File: config.mk
export PLATFORM = sky130hd
export DESIGN_NAME = freq_limit_stall_select
export DESIGN_NICKNAME = d
export VERILOG_FILES = /design/src/freq_clamp.v /design/src/freq_limit_stall_select.v
export VERILOG_INCLUDE_DIRS = /design/src
export SDC_FILE = /design/constraint.sdc
export NUM_CORES = 1
export LEC_CHECK = 0
export BUFFER_PORTS_ARGS = -buffer_cell sky130_fd_sc_hd__buf_4
export CORE_ASPECT_RATIO = 0.6
export CORE_UTILIZATION = 56
export CTS_CLUSTER_DIAMETER = 60
export DETAILED_ROUTE_END_ITERATION = 16
export PLACE_DENSITY_LB_ADDON = 0.05
export SETUP_SLACK_MARGIN = 0.3
export SLEW_MARGIN = 15
export SYNTH_ARGS = -nofsm -noshare
export SYNTH_HDL_FRONTEND = slang
export SYNTH_HIERARCHICAL = 1
export SYNTH_SLANG_ARGS = --single-unit
File: constraint.sdc
create_clock -name clk_i -period 6 [get_ports clk_i]
set_input_delay 0.9 -clock clk_i [delete_from_list [all_inputs] [get_ports clk_i]]
set_output_delay 0.9 -clock clk_i [all_outputs]
set_load 0.02 [all_outputs]
File: src/freq_limit_consts.vh
// Constants for the frequency limit and stall selection block
`ifndef FREQ_LIMIT_CONSTS_VH
`define FREQ_LIMIT_CONSTS_VH
// Frequencies in units of 0.01 Hz, 16 bits
`define FREQ_W 16
`define FREQ_0HZ 16'h0000
`define FREQ_120HZ 16'h2EE0
`define FREQ_400HZ 16'h9C40
`define SEL_W 8
`define SEL_RESET 8'h00
`define SEL_DRIVE_ONLY 8'h64
`define SEL_DRIVE_NOFAST 8'h65
`define SEL_BIT_MAX 8'h1F
`define SEL_FAST_OFF 0
`define SEL_ACC_OFF 1
`define SEL_CONST_OFF 2
`define SEL_DEC_OFF 3
`define SEL_WARN_STOP 4
`define PHASE_ACC 2'h0
`define PHASE_CONST 2'h1
`define PHASE_DEC 2'h2
`define PHASE_NONE 2'h3
`define USER_GRP_OPEN 8'h00
`endif

File: src/freq_clamp.v
// Combinational clamp of a frequency command between two limits
`timescale 1ns/1ps
`default_nettype none
module freq_clamp #(
   parameter W = 16
) (
   // Command and limits
   input wire [W-1:0] cmd_i,
   input wire [W-1:0] lo_i,
   input wire [W-1:0] hi_i,
   // Limited result
   output wire [W-1:0] out_o
);
   // Upper clamp is tested first; if limits cross, a command below both gets the minimum, which exceeds the maximum
   assign out_o = (cmd_i > hi_i) ? hi_i :
                  (cmd_i < lo_i) ? lo_i : cmd_i;
endmodule
`default_nettype wire

File: src/freq_limit_stall_select.v
// Frequency limits and stall prevention selection decoder
`timescale 1ns/1ps
`default_nettype none
`include "freq_limit_consts.vh"
module freq_limit_stall_select #(
   parameter W = `FREQ_W
) (
   // Clock, reset, enable
   input wire clk_i,
   input wire rst_b_i,
   input wire ce_i,
   // Setting writes
   input wire max_wr_i,
   input wire min_wr_i,
   input wire hs_wr_i,
   input wire sel_wr_i,
   input wire [W-1:0] wr_freq_i,
   input wire [`SEL_W-1:0] wr_sel_i,
   input wire [`SEL_W-1:0] user_group_read_sel_i,
   // Operating state
   input wire [W-1:0] freq_cmd_i,
   input wire [1:0] phase_i,
   input wire regen_i,
   input wire stall_active_i,
   input wire fast_active_i,
   input wire fault_clear_i,
   // Settings readback
   output reg [W-1:0] max_freq_setting_o,
   output reg [W-1:0] min_freq_setting_o,
   output reg [W-1:0] high_speed_max_setting_o,
   output reg [`SEL_W-1:0] stall_limit_select_o,
   output reg wr_reject_o,
   // Drive side
   output reg [W-1:0] freq_out_o,
   output reg stall_en_o,
   output reg fast_limit_en_o,
   output reg overload_warn_o,
   output reg stall_stop_fault_o,
   output reg run_stop_o
);
   // Clamp and limit selection
   reg [W-1:0] lim_nxt;
   wire [W-1:0] clamped;
   // Selection decode
   wire [2:0] phase_allow;
   reg sel_table;
   reg sel_drive;
   reg stall_nxt;
   reg fast_nxt;
   reg warn_stop;
   reg all_off;
   // Warning and fault
   reg warn_nxt;
   reg fault_nxt;
   // Setting writes
   reg max_ok;
   reg min_ok;
   reg hs_ok;
   reg [W-1:0] max_nxt;
   reg [W-1:0] min_nxt;
   reg [W-1:0] hs_nxt;
   reg [`SEL_W-1:0] sel_nxt;
   reg rej_nxt;

   // True when a written frequency lies inside a closed range
   function in_band;
      input [W-1:0] val;
      input [W-1:0] lo;
      input [W-1:0] hi;
      begin
         in_band = (val >= lo) && (val <= hi);
      end
   endfunction

   // True for the selection codes that the table defines bit by bit
   function in_table;
      input [`SEL_W-1:0] sel;
      begin
         in_table = (sel <= `SEL_BIT_MAX);
      end
   endfunction

   // True for the two codes that split driving from regeneration
   function is_drive_code;
      input [`SEL_W-1:0] sel;
      begin
         is_drive_code = (sel == `SEL_DRIVE_ONLY) ||
                         (sel == `SEL_DRIVE_NOFAST);
      end
   endfunction

   // One stall permission bit per phase, taken from bits 1 to 3
   genvar g;
   generate
      for (g = 0; g < 3; g = g + 1) begin : g_phase
         assign phase_allow[g] =
            ~stall_limit_select_o[`SEL_ACC_OFF + g];
      end
   endgenerate

   // Codes outside the table, other than the two drive codes, behave as the power-on setting
   always @* begin
      sel_table = in_table(stall_limit_select_o);
      sel_drive = is_drive_code(stall_limit_select_o);
      stall_nxt = 1'b0;
      fast_nxt = 1'b1;
      warn_stop = 1'b0;
      all_off = 1'b0;
      if (sel_table) begin
         fast_nxt = ~stall_limit_select_o[`SEL_FAST_OFF];
         warn_stop = stall_limit_select_o[`SEL_WARN_STOP];
         all_off = ~|phase_allow;
         case (phase_i)
            `PHASE_ACC: stall_nxt = phase_allow[0];
            `PHASE_CONST: stall_nxt = phase_allow[1];
            `PHASE_DEC: stall_nxt = phase_allow[2];
            default: stall_nxt = 1'b0;
         endcase
      end else if (sel_drive) begin
         // Regeneration switches every limit off
         stall_nxt = ~regen_i && phase_i != `PHASE_NONE;
         fast_nxt = ~regen_i &&
                    stall_limit_select_o == `SEL_DRIVE_ONLY;
         all_off = regen_i;
      end else begin
         case (phase_i)
            `PHASE_NONE: stall_nxt = 1'b0;
            default: stall_nxt = 1'b1;
         endcase
      end
   end

   // Warning follows stall action only; fast limiting never counts
   always @* begin
      warn_nxt = stall_active_i & stall_nxt & ~all_off;
      fault_nxt = stall_stop_fault_o;
      if (fault_clear_i)
         fault_nxt = 1'b0;
      // A warning in the clearing cycle sets the fault again
      if (warn_nxt & warn_stop)
         fault_nxt = 1'b1;
   end

   // Range and lock checks of the written value
   always @* begin
      max_ok = in_band(wr_freq_i, `FREQ_0HZ, `FREQ_120HZ);
      min_ok = in_band(wr_freq_i, `FREQ_0HZ, `FREQ_120HZ);
      hs_ok = in_band(wr_freq_i, `FREQ_120HZ, `FREQ_400HZ) &&
              user_group_read_sel_i == `USER_GRP_OPEN;
   end

   // Both maxima move together; a high-speed write wins a same-cycle tie
   always @* begin
      max_nxt = max_freq_setting_o;
      min_nxt = min_freq_setting_o;
      hs_nxt = high_speed_max_setting_o;
      sel_nxt = stall_limit_select_o;
      rej_nxt = 1'b0;
      if (max_wr_i) begin
         if (max_ok) begin
            max_nxt = wr_freq_i;
            hs_nxt = wr_freq_i;
         end else begin
            rej_nxt = 1'b1;
         end
      end
      if (min_wr_i) begin
         if (min_ok) begin
            min_nxt = wr_freq_i;
         end else begin
            rej_nxt = 1'b1;
         end
      end
      if (hs_wr_i) begin
         if (hs_ok) begin
            hs_nxt = wr_freq_i;
            max_nxt = wr_freq_i;
         end else begin
            rej_nxt = 1'b1;
         end
      end
      if (sel_wr_i)
         sel_nxt = wr_sel_i;
   end

   // Maximum in force is the high-speed one once above 120 Hz
   always @* begin
      lim_nxt = max_freq_setting_o;
      if (high_speed_max_setting_o > `FREQ_120HZ)
         lim_nxt = high_speed_max_setting_o;
   end

   // Clamp sits before the output register, so it sees each new command
   freq_clamp #(
      .W(W)
   ) i_freq_clamp (
      .cmd_i(freq_cmd_i),
      .lo_i(min_freq_setting_o),
      .hi_i(lim_nxt),
      .out_o(clamped)
   );

   // Maximum frequency; a low enable freezes it like all other state
   always @(posedge clk_i or negedge rst_b_i) begin
      if (!rst_b_i) begin
         max_freq_setting_o <= `FREQ_120HZ;
      end else if (ce_i) begin
         max_freq_setting_o <= max_nxt;
      end
   end

   // Minimum frequency
   always @(posedge clk_i or negedge rst_b_i) begin
      if (!rst_b_i) begin
         min_freq_setting_o <= `FREQ_0HZ;
      end else if (ce_i) begin
         min_freq_setting_o <= min_nxt;
      end
   end

   // High-speed maximum
   always @(posedge clk_i or negedge rst_b_i) begin
      if (!rst_b_i) begin
         high_speed_max_setting_o <= `FREQ_120HZ;
      end else if (ce_i) begin
         high_speed_max_setting_o <= hs_nxt;
      end
   end

   // Stall selection code
   always @(posedge clk_i or negedge rst_b_i) begin
      if (!rst_b_i) begin
         stall_limit_select_o <= `SEL_RESET;
      end else if (ce_i) begin
         stall_limit_select_o <= sel_nxt;
      end
   end

   // Reject pulse stands for one enabled cycle after a refused write
   always @(posedge clk_i or negedge rst_b_i) begin
      if (!rst_b_i) begin
         wr_reject_o <= 1'b0;
      end else if (ce_i) begin
         wr_reject_o <= rej_nxt;
      end
   end

   // Registered copy of the clamp: one cycle behind the command
   always @(posedge clk_i or negedge rst_b_i) begin
      if (!rst_b_i) begin
         freq_out_o <= `FREQ_0HZ;
      end else if (ce_i) begin
         freq_out_o <= clamped;
      end
   end

   // Stall prevention enable towards the drive stage
   always @(posedge clk_i or negedge rst_b_i) begin
      if (!rst_b_i) begin
         stall_en_o <= 1'b0;
      end else if (ce_i) begin
         stall_en_o <= stall_nxt;
      end
   end

   // Fast-response limiting enable towards the drive stage
   always @(posedge clk_i or negedge rst_b_i) begin
      if (!rst_b_i) begin
         fast_limit_en_o <= 1'b0;
      end else if (ce_i) begin
         fast_limit_en_o <= fast_nxt;
      end
   end

   // Overload warning
   always @(posedge clk_i or negedge rst_b_i) begin
      if (!rst_b_i) begin
         overload_warn_o <= 1'b0;
      end else if (ce_i) begin
         overload_warn_o <= warn_nxt;
      end
   end

   // Stall stop fault stands until cleared
   always @(posedge clk_i or negedge rst_b_i) begin
      if (!rst_b_i) begin
         stall_stop_fault_o <= 1'b0;
      end else if (ce_i) begin
         stall_stop_fault_o <= fault_nxt;
      end
   end

   // Stop request follows the fault so the drive halts with it
   always @(posedge clk_i or negedge rst_b_i) begin
      if (!rst_b_i) begin
         run_stop_o <= 1'b0;
      end else if (ce_i) begin
         run_stop_o <= fault_nxt;
      end
   end
endmodule
`default_nettype wire

==> results.env <==
IR_DROP_V=0.000212
ANTENNA_VIOLATIONS_BEFORE_REPAIR=0
AREA_GROWTH_SYN_TO_LAYOUT_PCT=30.2
CTS.CLK_SLEW.WORST_PATHS_NS=0.06
STD_CELL_ROWS=25
ROUTABILITYCONGESTION=0.910
RUN_STATUS='completed'
SYNTH.AREA.TOP_CELLS='sky130_fd_sc_hd__dfrtp_1 (35%), sky130_fd_sc_hd__mux2_2 (17%), sky130_fd_sc_hd__ha_1 (8.5%)'
COMBPWRFRAC_PCT=43.1
DRT_WL_CELL_UM=19.0
PLACE.PORT_BUFFERS=137
DIE_WD_UM=119
DRC=0
POST_DETAILED_ROUTING_WIRE_LENGTH_UM=12200
CLK-INSERTION-DELAY-LATE_NS=0.35
CRIT_PATH_TOP_DELAY_CELL='sky130_fd_sc_hd__o31ai_4'
POWER.INTERNAL_uW=1440
POWERDENSITY_nW_PER_UM2=391
AVGSYNTHCELLAREA_UM2=11.7
WORST-PATH-MAX-FANOUT=15
FILLCELLCOUNT=569
SETUP_TNS_NS=0
DRT_PASS1_ITERATIONS=4
MULTIINPUTGATEAREA_UM2=2390
FLOORPLAN.DIE.HEIGHT_UM=71.9
TIMING.CRITICAL_PATH.CELLS='nor3_1 -> nand2_1 -> a41o_1 -> a41o_1 -> a211oi_4 -> mux2_1 -> inv_1 -> ha_1 -> a21oi_1 -> nor2b_1 -> o21ai_0 -> o21ai_0 -> o31ai_4 -> buf_4 -> mux2i_1 -> mux2_2'
SYNTH_NETS=483
PLACEABLE_CORE_REGION_UM2=7880
WORST_EP_ARRIVAL_TIME_NS=5.08
SWITCHING_SHARE_PCT=37.9
SYNTHARSTFLOPSHARE_PCT=100
PIN_COUNT=139
SETUP_VIOL=0
SLEW_HEADROOM_PCT=35.4
HOLD_PATH.CLASS='reg -> reg'
WORST_HOLD_PATH.NUM_CELLS=1
STARTPOINT='high_speed_max_setting_o[4]'
CP.REQUIRED_NS=6.22
SYNTH.YOSYS.SEQ_AREA_SHARE_PCT=42.6
DP_HPWL_UM=9070
TIMING.REG2REG.SETUP_SLACK_NS=1.15
FINCLKSKEW_NS=0.00918
DETAILEDROUTE.FIRSTITERATIONVIOLATIONS=248
BUSIEST_LAYER='met1'
POSTSYNTH.TOPFLOPCELL='sky130_fd_sc_hd__dfrtp_1'
SYNTH_CELL_TYPES=51
CLOCK.FMAX_GHz=0.206
SETUP.WORST_PATH.CLASS='reg -> reg'
WORSTHOLDSTART='overload_warn_o'
CTSLONGESTPATHBUFFERS=2
R2R_WORST_PATH_DEPTH=16
STARTING_UTILIZATION_OF_THE_CORE_AREA_PCT=57.9
GRT_USE_MET2_PCT=41.6
HOLD-PATH-ENDPOINT='overload_warn_o'
REPORT.POWER.TOTAL_uW=2320
VIAS_IN_THE_FIRST_GLOBAL_ROUTE=3517
NUMBER_OF_NETS_WITH_ANTENNA_VIOLATIONS_AFTER_DETAILED_ROUTING=0
NUMCTSBUFFERS=9
TIMING.MAX_CAP.VIOLATIONS=0
DIODES=0
GRT_OVERFLOW_TOTAL=0
GROUTE.USAGE.OVERALL_PCT=29.5
POWER.SEQUENTIAL.FRACTION_PCT=34.5
SWITCHING_POWER_uW=880
CTS.SINKS=77
PLACED_CELL_AREA_UM2=5660
WORST-SLEW-PIN-TRANSITION_NS=0.969
CRITICAL-PATH-MAX-STAGE-DELAY_NS=0.79
TIMING.FINAL.HOLD_VIOLATIONS=0
GRT_MAX_DEGREE=78
USE_MET3_PCT=7.00
DIE_AREA_UM2=8530
FINAL_PERIOD_MINUS_WORST_SETUP_SLACK_NS=4.85
LAYOUT-DRIVE-GT1-SHARE_PCT=47.3
GRT_FIRST_PASS_WIRELENGTH_UM=18800
H-TREE-DEPTH=3
POSTLAYOUTCELLAREA_UM2=5940
SYNTHCELLS=391
CRITICAL_PATH.REG2REG.STARTPOINT='high_speed_max_setting_o[4]'
SETUP.WORST_PATH.END_CLASS='flop'
FINISH.NET_COUNT=620
GRTUSAGEMET1_PCT=45.4
SYNTH_LARGEST_TYPE_AREA_FRACTION_PCT=34.5
SYNTH-EDFF-COUNT=0
POST-CTS-SETUP-BUFFERS=0
FINAL-INSTANCE-COUNT-EXCL-FILL=641
DRV_SLEW=0
VIAS=3664
PERIOD_SHARE_PCT=80.9
AVGVIACOUNTPERCELL=5.72
YOSYSWARNINGCOUNT=6
SYNTH.LARGEST_AREA_CELL='sky130_fd_sc_hd__dfrtp_1'
NUMPLACEDINSTANCES=625
POSTCTSHOLDBUFS=0
SYNTHESIS.AREA_UM2=4560
STARTPOINT_CLASS_OF_THE_CRITICAL_PATH='flop'
P_LEAK_uW=0.00291
TRITONCTS_CLOCK_TREE='done'
SYNTH.FF_LATCH_COUNT=77
CTS_ROOT_BUFFER='sky130_fd_sc_hd__clkbuf_16'
R2R_END='freq_out_o[15]'
FINAL-SEQ-AREA_UM2=1940
UNREPAIRED_SETUP_ENDPOINTS_AFTER_GLOBAL_ROUTING='false'
POWER.CLOCK.FRACTION_PCT=22.4
CTSRESIZECOUNT=0
-- cell families (layout without fill, tap and decap cells) --
logic type	count (synthesis)	count (layout)	share of synthesized area [%]
AOI/OAI and AO/OA	54	54	9.30
adders and majority gates	31	31	8.50
buffers and inverters	52	194	5.26
DFF	77	77	42.6
muxes	111	111	26.7
and+or+nand+nor	66	66	7.60
-- placed cells by master, fill, tap and decap left out, types with 2 or more instances in the layout --
master,instances
sky130_fd_sc_hd__nand4_1,10
sky130_fd_sc_hd__a211oi_1,2
sky130_fd_sc_hd__nand2_1,12
sky130_fd_sc_hd__nand3_1,7
sky130_fd_sc_hd__mux2i_1,30
sky130_fd_sc_hd__mux2_1,9
sky130_fd_sc_hd__buf_4,139
sky130_fd_sc_hd__mux2_2,70
sky130_fd_sc_hd__nor2b_1,2
sky130_fd_sc_hd__inv_1,39
sky130_fd_sc_hd__a21oi_1,12
sky130_fd_sc_hd__and2_1,2
sky130_fd_sc_hd__nor3_1,7
sky130_fd_sc_hd__clkinvlp_4,2
sky130_fd_sc_hd__dfrtp_1,63
sky130_fd_sc_hd__o31ai_4,2
sky130_fd_sc_hd__nor2_1,14
sky130_fd_sc_hd__mux2_4,2
sky130_fd_sc_hd__a2bb2o_2,4
sky130_fd_sc_hd__clkbuf_16,9
sky130_fd_sc_hd__dfstp_2,14
sky130_fd_sc_hd__o31ai_1,2
sky130_fd_sc_hd__o21ai_0,9
sky130_fd_sc_hd__nor4_1,4
sky130_fd_sc_hd__a41o_1,2
sky130_fd_sc_hd__ha_1,31
sky130_fd_sc_hd__clkinv_4,2
sky130_fd_sc_hd__a21o_1,8
-- critical path, delay by kind of cell (launching register included) --
family          cells  cell delay [ns]
buf+inv             2             0.41
fa+ha+maj           1             0.26
compound gates      7             2.52
flops               1             0.40
simple gates        3             0.35
mux                 3             0.78
-- worst max-delay path by stage --
stage                endpoint  slack, ns  depth (start not counted)
3_3_place_gp   freq_out_o[15]       1.23                         16
4_1_cts        freq_out_o[15]       1.17                         16
6_report       freq_out_o[15]       1.15                         16
2_1_floorplan  freq_out_o[11]       1.74                         17
3_5_place_dp   freq_out_o[15]       1.23                         16
5_1_grt        freq_out_o[14]       0.83                         16
-- state kept, by name, summed over array words and instances, names as in the netlist --
name                      flops
freq_out_o                   16
high_speed_max_setting_o     16
max_freq_setting_o           16
min_freq_setting_o           16
stall_limit_select_o          8
fast_limit_en_o               1
overload_warn_o               1
run_stop_o                    1
stall_en_o                    1
wr_reject_o                   1
-- through the flow --
step	utilization [%]	setup slack (ns)	hold WS, ns
after floorplan	-	1.74	0.589
after global placement	71.8	1.23	0.477
after detailed placement	71.8	1.23	0.483
after CTS	75.4	1.17	0.496
after global routing	75.4	0.828	0.506
final	75.4	1.15	0.500
-- area by class of cell --
class                      instances  area share [%]
clock buffer                      10            4.02
clock inverter                     6           0.779
inverter                          39            2.46
multi-input combinational        262            40.2
sequential                        77            32.7
tap                              108            2.27
timing repair buffer             139            17.6
-- power by group through the flow --
stage / Clock (uW) / Combinational [uW] / Sequential, uW
2_1_floorplan: 0 / 428 / 946
3_3_place_gp: 0 / 962 / 795
6_report: 520 / 1000 / 802
4_1_cts: 530 / 998 / 799
3_5_place_dp: 0 / 988 / 804
5_1_grt: 550 / 1070 / 819
-- cell usage after synthesis, types with 3 or more instances --
library cell	instances
sky130_fd_sc_hd__a21o_1	8
sky130_fd_sc_hd__a21oi_1	12
sky130_fd_sc_hd__a2bb2o_2	4
sky130_fd_sc_hd__buf_2	3
sky130_fd_sc_hd__buf_6	5
sky130_fd_sc_hd__clkbuf_1	3
sky130_fd_sc_hd__dfrtp_1	63
sky130_fd_sc_hd__dfstp_2	14
sky130_fd_sc_hd__ha_1	31
sky130_fd_sc_hd__inv_1	39
sky130_fd_sc_hd__mux2_1	9
sky130_fd_sc_hd__mux2_2	70
sky130_fd_sc_hd__mux2i_1	30
sky130_fd_sc_hd__nand2_1	12
sky130_fd_sc_hd__nand3_1	7
sky130_fd_sc_hd__nand4_1	10
sky130_fd_sc_hd__nor2_1	14
sky130_fd_sc_hd__nor3_1	7
sky130_fd_sc_hd__nor4_1	4
sky130_fd_sc_hd__o21ai_0	9
-- routing by layer --
layer	share of wire (%)	up-vias
li1	-	1696
met1	49	1805
met2	43	146
met3	7.4	17
met4	1.0	0
met5	0	-
(Power assumes the default switching activity.)
